**src/fec_pkg.sv**
```systemverilog
// Purpose: Constants and types for the function enable condition selector
// Assumes: 32-bit register port, byte addresses, one word per register
// Notes: Selection codes are paired; bit 0 of a code inverts the condition
package fec_pkg;

  // Register byte offsets
  localparam logic [7:0] ADDR_CW_SEL = 8'h00;
  localparam logic [7:0] ADDR_CCW_SEL = 8'h04;
  localparam logic [7:0] ADDR_ACTION = 8'h08;
  localparam logic [7:0] ADDR_SEQ_TORQUE = 8'h0C;
  localparam logic [7:0] ADDR_PEAK_TORQUE = 8'h10;
  localparam logic [7:0] ADDR_LOW_SPEED = 8'h14;
  localparam logic [7:0] ADDR_STATUS = 8'h18;
  localparam logic [7:0] ADDR_FUNC_BASE = 8'h40;

  // Number of general functions with their own selection code
  localparam int NUM_FUNC = 8;

  // Reset values
  localparam logic [5:0] RST_CW_SEL = 6'h0D;
  localparam logic [5:0] RST_CCW_SEL = 6'h0B;
  localparam logic [5:0] RST_FUNC_SEL = 6'h00;
  localparam logic [2:0] RST_ACTION = 3'h0;
  localparam logic [15:0] RST_TORQUE = 16'hFFFF;
  localparam logic [15:0] RST_LOW_SPEED = 16'h0000;

  // Selection code pairs, code divided by two
  localparam logic [4:0] PAIR_CONST = 5'h00;
  localparam logic [4:0] PAIR_GIN_FIRST = 5'h01;
  localparam logic [4:0] PAIR_GIN_LAST = 5'h08;
  localparam logic [4:0] PAIR_LOW_SPEED = 5'h09;
  localparam logic [4:0] PAIR_ATTAIN = 5'h0A;
  localparam logic [4:0] PAIR_MATCH = 5'h0B;
  localparam logic [4:0] PAIR_ZERO = 5'h0C;
  localparam logic [4:0] PAIR_INPOS = 5'h0D;
  localparam logic [4:0] PAIR_TORQUE_LIM = 5'h0E;
  localparam logic [4:0] PAIR_VEL_LIM = 5'h0F;
  localparam logic [4:0] PAIR_NEAR = 5'h10;
  localparam logic [4:0] PAIR_CW_DIR = 5'h11;
  localparam logic [4:0] PAIR_CCW_DIR = 5'h12;
  localparam logic [4:0] PAIR_INPZ = 5'h13;

  // Over-travel stop actions
  localparam logic [2:0] ACT_SB_ON = 3'h0;
  localparam logic [2:0] ACT_DB_ON = 3'h1;
  localparam logic [2:0] ACT_FREE_ON = 3'h2;
  localparam logic [2:0] ACT_SB_OFF = 3'h3;
  localparam logic [2:0] ACT_DB_OFF = 3'h4;
  localparam logic [2:0] ACT_FREE_OFF = 3'h5;
  localparam logic [2:0] ACT_ACCEPT = 3'h6;

  // Over-travel sequence states
  typedef enum logic [1:0] {
    OT_IDLE,
    OT_STOP,
    OT_HOLD
  } fec_ot_state_t;

endpackage

```
**src/fec_condition_select.sv**
```systemverilog
// Purpose: Function enable condition selector with over-travel stop logic
// Assumes: Status inputs come from logic on i_clk; generic inputs are pins
// Notes: All outputs are registered; i_ce low freezes every flip-flop
//
// Overview of operation
// - Code 00 never valid, 01 always valid
// - Codes 02..11 follow generic inputs, odd inverted
// - Codes 12/13 low-speed status or its absence
// - Codes 14/15 speed attainment or its absence
// - Codes 16/17 speed match or mismatch
// - Codes 18/19 zero-speed status or its absence
// - Codes 20/21 near-target status or absence
// - Codes 1A/1B in-position status or absence
// - Code 26 zero command and in-position
// - Codes 1C/1D torque-limit status or not
// - Codes 1E/1F velocity-limit status or not
// - Codes 22/23 monitor above plus low speed
// - Codes 24/25 monitor below minus low speed
// - Travel limits on any generic input stop motion
// - Action 00 inhibits, servo-brakes, keeps servo on
// - Action 01 inhibits, dynamic-brakes, servo on after
// - Coast stay-on action coasts, servo on after
// - Action 03 inhibits, servo-brakes, servo off after
// - Dynamic-brake off action, servo off after stop
// - Coast off action coasts, servo off after
// - Action 06 accepts commands, zeroes tripped limit
// - Servo-brake torque is sequence limit clamped peak
`timescale 1ns/1ps

module fec_condition_select #(
  parameter int VW = 16,
  parameter int TW = 16
) (
  input wire logic i_clk,
  input wire logic i_reset_n,
  input wire logic i_ce,
  input wire logic [7:0] i_addr,
  input wire logic [31:0] i_wdata,
  input wire logic i_wr,
  input wire logic i_rd,
  output logic [31:0] o_rdata,
  input wire logic [7:0] i_generic_in,
  input wire logic i_low_speed,
  input wire logic i_speed_attain,
  input wire logic i_speed_match,
  input wire logic i_zero_speed,
  input wire logic i_near,
  input wire logic i_in_position,
  input wire logic i_pos_cmd_zero,
  input wire logic i_torque_limited,
  input wire logic i_velocity_limited,
  input wire logic signed [VW-1:0] i_velocity_monitor,
  input wire logic i_motor_stopped,
  output logic [fec_pkg::NUM_FUNC-1:0] o_func_valid,
  output logic o_cw_travel_limit,
  output logic o_ccw_travel_limit,
  output logic o_cmd_inhibit,
  output logic o_cw_vel_limit_zero,
  output logic o_ccw_vel_limit_zero,
  output logic o_servo_brake,
  output logic o_dyn_brake,
  output logic o_coast,
  output logic o_servo_enable,
  output logic [TW-1:0] o_torque_limit
);

  // Status bundle bit positions used by the selector function
  localparam int S_LOW = 0;
  localparam int S_ATT = 1;
  localparam int S_MATCH = 2;
  localparam int S_ZERO = 3;
  localparam int S_INPOS = 4;
  localparam int S_TLC = 5;
  localparam int S_VLC = 6;
  localparam int S_NEAR = 7;
  localparam int S_CW = 8;
  localparam int S_CCW = 9;
  localparam int S_INPZ = 10;

  // Evaluate one selection code against inputs and status
  function automatic logic sel_valid(input logic [5:0] code,
                                     input logic [7:0] gin,
                                     input logic [10:0] st);
    logic base;
    logic hit;
    logic [3:0] gi;
    base = 1'b0;
    hit = 1'b1;
    gi = code[4:1] - 4'h1;
    if (code[5:1] >= fec_pkg::PAIR_GIN_FIRST &&
        code[5:1] <= fec_pkg::PAIR_GIN_LAST) begin
      base = gin[gi[2:0]];
    end else begin
      case (code[5:1])
        // constant pair, even never, odd always
        fec_pkg::PAIR_CONST: base = 1'b0;
        fec_pkg::PAIR_LOW_SPEED: base = st[S_LOW];
        fec_pkg::PAIR_ATTAIN: base = st[S_ATT];
        fec_pkg::PAIR_MATCH: base = st[S_MATCH];
        fec_pkg::PAIR_ZERO: base = st[S_ZERO];
        fec_pkg::PAIR_INPOS: base = st[S_INPOS];
        fec_pkg::PAIR_TORQUE_LIM: base = st[S_TLC];
        fec_pkg::PAIR_VEL_LIM: base = st[S_VLC];
        fec_pkg::PAIR_NEAR: base = st[S_NEAR];
        fec_pkg::PAIR_CW_DIR: base = st[S_CW];
        fec_pkg::PAIR_CCW_DIR: base = st[S_CCW];
        fec_pkg::PAIR_INPZ: base = st[S_INPZ];
        default: hit = 1'b0;
      endcase
    end
    sel_valid = hit & (base ^ code[0]);
  endfunction

  // Configuration registers
  logic [5:0] cw_sel;
  logic [5:0] ccw_sel;
  logic [2:0] action;
  logic [TW-1:0] seq_torque;
  logic [TW-1:0] peak_torque;
  logic [VW-1:0] low_speed_setting;
  logic [5:0] func_sel [fec_pkg::NUM_FUNC];
  // Generic input synchroniser stages
  logic [7:0] gin_meta;
  logic [7:0] gin_sync;
  logic [1:0] gin_fill; // Ones shift in as real pin samples arrive
  // Over-travel sequence state
  fec_pkg::fec_ot_state_t ot_state;
  fec_pkg::fec_ot_state_t next_ot_state;
  // Decoded strobes and addressing
  wire wr_cw = i_wr && (i_addr == fec_pkg::ADDR_CW_SEL);
  wire wr_ccw = i_wr && (i_addr == fec_pkg::ADDR_CCW_SEL);
  wire wr_action = i_wr && (i_addr == fec_pkg::ADDR_ACTION);
  wire wr_seq = i_wr && (i_addr == fec_pkg::ADDR_SEQ_TORQUE);
  wire wr_peak = i_wr && (i_addr == fec_pkg::ADDR_PEAK_TORQUE);
  wire wr_low = i_wr && (i_addr == fec_pkg::ADDR_LOW_SPEED);
  // Function slots occupy a word each above the base
  wire [7:0] func_off = i_addr - fec_pkg::ADDR_FUNC_BASE;
  wire func_hit = (i_addr >= fec_pkg::ADDR_FUNC_BASE) &&
                  (func_off[7:2] < 6'(fec_pkg::NUM_FUNC)) &&
                  (func_off[1:0] == 2'h0);
  wire [2:0] func_idx = func_off[4:2];
  // Direction status from the signed velocity monitor
  wire signed [VW-1:0] low_pos = low_speed_setting;
  wire signed [VW-1:0] low_neg = -low_speed_setting;
  wire dir_cw = i_velocity_monitor > low_pos;
  wire dir_ccw = i_velocity_monitor < low_neg;
  // Status bundle handed to the selector
  wire [10:0] status_vec = {i_pos_cmd_zero & i_in_position, dir_ccw, dir_cw,
                            i_near, i_velocity_limited, i_torque_limited,
                            i_in_position, i_zero_speed, i_speed_match,
                            i_speed_attain, i_low_speed};

  // travel limits take any generic input via their codes
  // Reset zeros in the stages are not pin levels, so no trip yet
  wire cw_trip = gin_fill[1] & sel_valid(cw_sel, gin_sync, status_vec);
  wire ccw_trip = gin_fill[1] & sel_valid(ccw_sel, gin_sync, status_vec);
  wire any_trip = cw_trip | ccw_trip;

  // Selector results for the general functions
  logic [fec_pkg::NUM_FUNC-1:0] next_func_valid;
  always_comb begin
    for (int i = 0; i < fec_pkg::NUM_FUNC; i++) begin
      next_func_valid[i] = sel_valid(func_sel[i], gin_sync, status_vec);
    end
  end

  // Action decode; unknown values behave as the first action
  wire act_accept = (action == fec_pkg::ACT_ACCEPT);
  wire act_sb = (action == fec_pkg::ACT_SB_OFF) ||
                (action == fec_pkg::ACT_SB_ON) ||
                (action > fec_pkg::ACT_ACCEPT);
  wire act_db = (action == fec_pkg::ACT_DB_ON) ||
                (action == fec_pkg::ACT_DB_OFF);
  wire act_free = (action == fec_pkg::ACT_FREE_ON) ||
                  (action == fec_pkg::ACT_FREE_OFF);
  wire act_stay_on = (action <= fec_pkg::ACT_FREE_ON) ||
                     (action > fec_pkg::ACT_ACCEPT);

  // Next state of the over-travel stop sequence
  always_comb begin
    next_ot_state = ot_state;
    case (ot_state)
      fec_pkg::OT_IDLE: begin
        // accept action never enters the stop sequence
        if (any_trip && !act_accept) begin
          next_ot_state = fec_pkg::OT_STOP;
        end
      end
      fec_pkg::OT_STOP: begin
        // Braking or coasting ends when the motor is at rest
        if (i_motor_stopped) begin
          next_ot_state = fec_pkg::OT_HOLD;
        end
      end
      fec_pkg::OT_HOLD: begin
        // Leave only once the limit is released
        if (!any_trip) begin
          next_ot_state = fec_pkg::OT_IDLE;
        end
      end
      default: next_ot_state = fec_pkg::OT_IDLE;
    endcase
  end

  // Output decode from the current sequence state and the trip flags
  wire stopping = (ot_state == fec_pkg::OT_STOP);
  wire holding = (ot_state == fec_pkg::OT_HOLD);
  // commands inhibited while the sequence runs
  wire next_inhibit = stopping | holding;
  // tripped direction velocity limit forced to zero
  wire next_cw_zero = cw_trip;
  wire next_ccw_zero = ccw_trip;
  wire next_sb = stopping & act_sb;
  wire next_db = stopping & act_db;
  wire next_coast = stopping & act_free;
  // Servo-brake needs the servo energized; other stops drop it
  logic next_servo;
  always_comb begin
    next_servo = 1'b1;
    if (stopping) begin
      // servo stays on during a servo-brake stop
      next_servo = act_sb;
    end else if (holding) begin
      // off-actions leave the servo off after the stop
      next_servo = act_stay_on;
    end
  end
  // servo-brake torque clamped to the motor peak
  wire [TW-1:0] clamp_torque = (seq_torque > peak_torque) ?
                               peak_torque : seq_torque;
  wire [TW-1:0] next_torque = next_sb ? clamp_torque : peak_torque;

  // Status word shown to software
  wire [31:0] status_word = {16'h0000, o_func_valid, 1'b0, o_servo_enable,
                             o_coast, o_dyn_brake, o_servo_brake,
                             o_cmd_inhibit, ccw_trip, cw_trip};

  // Read data multiplexer; unmapped addresses read zero
  logic [31:0] next_rdata;
  always_comb begin
    next_rdata = 32'h00000000;
    if (func_hit) begin
      next_rdata = {26'h0000000, func_sel[func_idx]};
    end else begin
      case (i_addr)
        fec_pkg::ADDR_CW_SEL: next_rdata = {26'h0000000, cw_sel};
        fec_pkg::ADDR_CCW_SEL: next_rdata = {26'h0000000, ccw_sel};
        fec_pkg::ADDR_ACTION: next_rdata = {29'h00000000, action};
        fec_pkg::ADDR_SEQ_TORQUE: next_rdata = 32'(seq_torque);
        fec_pkg::ADDR_PEAK_TORQUE: next_rdata = 32'(peak_torque);
        fec_pkg::ADDR_LOW_SPEED: next_rdata = 32'(low_speed_setting);
        fec_pkg::ADDR_STATUS: next_rdata = status_word;
        default: next_rdata = 32'h00000000;
      endcase
    end
  end

  // Two-stage synchroniser for the generic input pins
  always_ff @(posedge i_clk or negedge i_reset_n) begin
    if (!i_reset_n) begin
      gin_meta <= 8'h00;
      gin_sync <= 8'h00;
      gin_fill <= 2'h0;
    end else if (i_ce) begin
      gin_meta <= i_generic_in;
      gin_sync <= gin_meta;
      gin_fill <= {gin_fill[0], 1'b1};
    end
  end

  // Scalar configuration registers
  always_ff @(posedge i_clk or negedge i_reset_n) begin
    if (!i_reset_n) begin
      cw_sel <= fec_pkg::RST_CW_SEL;
      ccw_sel <= fec_pkg::RST_CCW_SEL;
      action <= fec_pkg::RST_ACTION;
      seq_torque <= TW'(fec_pkg::RST_TORQUE);
      peak_torque <= TW'(fec_pkg::RST_TORQUE);
      low_speed_setting <= VW'(fec_pkg::RST_LOW_SPEED);
    end else if (i_ce) begin
      if (wr_cw) cw_sel <= i_wdata[5:0];
      if (wr_ccw) ccw_sel <= i_wdata[5:0];
      if (wr_action) action <= i_wdata[2:0];
      if (wr_seq) seq_torque <= i_wdata[TW-1:0];
      if (wr_peak) peak_torque <= i_wdata[TW-1:0];
      if (wr_low) low_speed_setting <= i_wdata[VW-1:0];
    end
  end

  // Per-function selection codes
  always_ff @(posedge i_clk or negedge i_reset_n) begin
    if (!i_reset_n) begin
      for (int i = 0; i < fec_pkg::NUM_FUNC; i++) begin
        func_sel[i] <= fec_pkg::RST_FUNC_SEL;
      end
    end else if (i_ce && i_wr && func_hit) begin
      func_sel[func_idx] <= i_wdata[5:0];
    end
  end

  // Read data stands only in the cycle after the strobe
  always_ff @(posedge i_clk or negedge i_reset_n) begin
    if (!i_reset_n) begin
      o_rdata <= 32'h00000000;
    end else if (i_ce) begin
      o_rdata <= i_rd ? next_rdata : 32'h00000000;
    end
  end

  // Sequence state register
  always_ff @(posedge i_clk or negedge i_reset_n) begin
    if (!i_reset_n) begin
      ot_state <= fec_pkg::OT_IDLE;
    end else if (i_ce) begin
      ot_state <= next_ot_state;
    end
  end

  // Registered drive outputs
  always_ff @(posedge i_clk or negedge i_reset_n) begin
    if (!i_reset_n) begin
      o_func_valid <= '0;
      o_cw_travel_limit <= 1'b0;
      o_ccw_travel_limit <= 1'b0;
      o_cmd_inhibit <= 1'b0;
      o_cw_vel_limit_zero <= 1'b0;
      o_ccw_vel_limit_zero <= 1'b0;
      o_servo_brake <= 1'b0;
      o_dyn_brake <= 1'b0;
      o_coast <= 1'b0;
      o_servo_enable <= 1'b1;
      o_torque_limit <= TW'(fec_pkg::RST_TORQUE);
    end else if (i_ce) begin
      o_func_valid <= next_func_valid;
      o_cw_travel_limit <= cw_trip;
      o_ccw_travel_limit <= ccw_trip;
      o_cmd_inhibit <= next_inhibit;
      o_cw_vel_limit_zero <= next_cw_zero;
      o_ccw_vel_limit_zero <= next_ccw_zero;
      o_servo_brake <= next_sb;
      o_dyn_brake <= next_db;
      o_coast <= next_coast;
      o_servo_enable <= next_servo;
      o_torque_limit <= next_torque;
    end
  end
endmodule

```
**config.mk**
```make
export PLATFORM = sky130hd
export DESIGN_NAME = fec_condition_select
export DESIGN_NICKNAME = d
export VERILOG_FILES = /design/src/fec_pkg.sv /design/src/fec_condition_select.sv
export SDC_FILE = /design/constraint.sdc
export NUM_CORES = 1
export LEC_CHECK = 0
export BUFFER_PORTS_ARGS = -buffer_cell sky130_fd_sc_hd__buf_4
export CAP_MARGIN = 20
export CORE_ASPECT_RATIO = 1.75
export CORE_MARGIN = 3
export CORE_UTILIZATION = 55
export DETAILED_ROUTE_END_ITERATION = 7
export GPL_ROUTABILITY_DRIVEN = 1
export PLACE_DENSITY = 0.87
export SYNTH_ARGS = -nofsm -noshare
export SYNTH_HDL_FRONTEND = slang
export SYNTH_SLANG_ARGS = --single-unit
```
**constraint.sdc**
```tcl
create_clock -name i_clk -period 9.6 [get_ports i_clk]
set_clock_uncertainty 0.2 [all_clocks]
set_input_delay 1.92 -clock i_clk [delete_from_list [all_inputs] [get_ports i_clk]]
set_output_delay 1.92 -clock i_clk [all_outputs]
set_load 0.01 [all_outputs]
```
==> metrics <==
status complete, no violations; first-pass GRT wire length about 59,000 µm; sequential fraction of design power 0.446; Psw between 600 and 700 µW; hpwl dp between 20,000 and 30,000 µm; post-route ant nets 0; die height 205 µm; Worst setup SP type flop; Seq cells post-synth 178; Syn Inst Count 1,214; max-cap viol count 0; Worst EP arrival between 5 and 6 ns; initial antenna violation count 1; total die area approximately 25,000 µm²; Post-synth EDFFs 0; post_cts resized 0; Placed Instances 1,554; average size of a mapped cell between 10 and 15 µm²; root buffer cell clkbuf_16; Num CTS Buffers 17; Async SR Flop Fraction 1.00; synthesis-to-finish area growth 11.7%; worst relative slew slack 0.372; crit end category flop; hold slack about 0.27 ns; setup violators final 0; Cell Pwr Density 150 nW/µm²; max-slew violations 0; Non-Filler Instances 1,586; Rows 72; crit share post-route 0.585; effective utilization at floorplan 0.561; Critical Path Fanout Max 10; reg2reg setup slack 3.98 ns; Synth top area share 0.248; die width about 120 µm; number of global-route vias before repair 10,900; Setup TNS Final 0 ns; pin count of the biggest net entering global routing 77; DR DRC count 0; Core Footprint between 20,000 and 25,000 µm²; top post-synthesis cells by count dfrtp_1 (123), mux2_2 (109), ha_1 (100); top cells by area, synth dfrtp_1 (25%), dfstp_2 (12%), ha_1 (10%); worst vdd ir about 0.00013 V; RSZ-0062 raised after global routing no; DR pass1 iterations 8; combinational power share 0.235; clock sink total ~180; clock share of power 0.319; CTS clock-pin slew for the worst setup and hold paths 0.07 ns; Tmin final 5.62 ns; Hold Vio Cnt, Final 0; port bufs between 100 and 150; placer congestion estimate 0.976; Avg WL per Cell between 20 and 25 µm; Int Pwr approximately 1.4 mW; postcts setup bufs 0; Syn Std Cell Area around 12,000 µm²; gr usage total 0.317; Diodes inserted 0; cts hold-fix bufs 0; register area share after synthesis 0.364; CTS Buffer Depth 2; Total Power around 2.1 mW; CP Data Required Time roughly 9.7 ns; Synth warnings 0; DR vias/cell 6.69; count of distinct cell types in the synthesized netlist around 80; CTS tree done; WS Path Type flop to flop; f_max between 0.15 and 0.2 GHz; clock latency at the later pin of the worst-skew pair approximately 0.45 ns; Routed WL 38,400 µm; total number of vias 10,600; 1st-iter DRT viols about 1,200; share of cells above drive strength 1 0.283; final instance area between 10,000 and 15,000 µm²; Primary FF master, synth dfrtp_1; grt total ovfl 0; final net count between 1,000 and 1,500; Sw Ratio 0.327; I/O Pins ~140; top-count cell post-synth dfrtp_1; Worst-Margin Slew 0.942 ns; Area after DPL 13,300 µm²; htree depth 4; cell taking the most area after synthesis dfrtp_1; Hold WC Path Type flop to flop; static leakage roughly 6.2 nW
-- sequential cells by signal, indices dropped and copies added, names as in the netlist, 3 cells and up --
name            flops
func_sel           48
low_pos            16
o_rdata            16
o_torque_limit     16
peak_torque        16
seq_torque         16
gin_meta            8
gin_sync            8
o_func_valid        8
ccw_sel             6
cw_sel              6
action              3
-- power groups by stage --
stage	combinational (mW)	clock (mW)	sequential [mW]
after floorplan	0.298	0	0.915
after CTS	0.483	0.672	0.928
final	0.490	0.667	0.932
after detailed placement	0.480	0	0.940
after global routing	0.527	0.708	0.937
after global placement	0.467	0	0.937
-- metal layers --
layer / wire, µm / vias to the layer above / global-route usage / share of wire
li1: - / 4589 / - / -
met1: 12000 / 5137 / 0.317 / 0.31
met2: 19300 / 634 / 0.547 / 0.50
met3: 2970 / 250 / 0.0657 / 0.077
met4: 4080 / 0 / 0.286 / 0.11
met5: 0 / - / 0 / 0
-- critical path, stage by stage, from the launching register on --
cell and delay, ns:
dfrtp_1 0.50, nor3_1 0.50, and3_1 0.29, nand2_1 0.11, nor4_1 0.25, xnor2_1 0.12
ha_1 0.30, and3_1 0.27, nand4_4 0.14, a2111oi_4 0.34, o22ai_2 0.33, a311oi_2 0.42
a311oi_1 0.15, a31oi_1 0.61, a21boi_2 0.29, mux2i_1 0.32, mux2_1 0.35
-- layout make-up --
cell class                 count  area (µm²)
fill                        1754        8270
multi-input combinational    878        7250
sequential                   178        4520
timing repair buffer         117         882
clock buffer                  18         429
tap                          296         370
inverter                      85         319
clock inverter                14         118
-- stage by stage --
stage	utilization	worst slack [ns]
2_1_floorplan	-	4.78
3_3_place_gp	0.602	3.93
3_5_place_dp	0.602	3.91
4_1_cts	0.627	4.18
5_1_grt	0.627	3.76
6_report	0.627	3.98
-- worst paths after layout --
kind | startpoint | to | cells past startpoint
setup / recovery | low_pos[2]$_DFFE_PN0P_ | ot_state[0]$_DFFE_PN0P_ | 16
hold / removal | gin_fill[0]$_DFFE_PN0P_ | gin_fill[0]$_DFFE_PN0P_ | 1
setup reg to reg | low_pos[2]$_DFFE_PN0P_ | ot_state[0]$_DFFE_PN0P_ | 16
hold reg to reg | gin_fill[0]$_DFFE_PN0P_ | gin_fill[0]$_DFFE_PN0P_ | 1
max in group asynchronous | i_reset_n | low_pos[10]$_DFFE_PN0P_ | 2
min in group asynchronous | i_reset_n | o_cw_vel_limit_zero$_DFFE_PN0P_ | 1
-- cell families after synthesis --
logic type,after synthesis,share of synthesized area
buf+inv,173,0.0584
other cells,1,0.000302
flops,178,0.364
simple gates,273,0.108
compound gates,280,0.160
fa+ha+maj,101,0.101
mux,175,0.185
xor+xnor,33,0.0232
-- cells in the final DEF, fill, tap and decap left out, drive strengths merged, types with 48 or more instances in the layout --
master / instances
mux2: 110
a21oi: 48
nor2: 60
buf: 117
o21ai: 67
ha: 100
inv: 92
dfstp: 55
nand2: 77
dfrtp: 123
(Power assumes the default switching activity.)
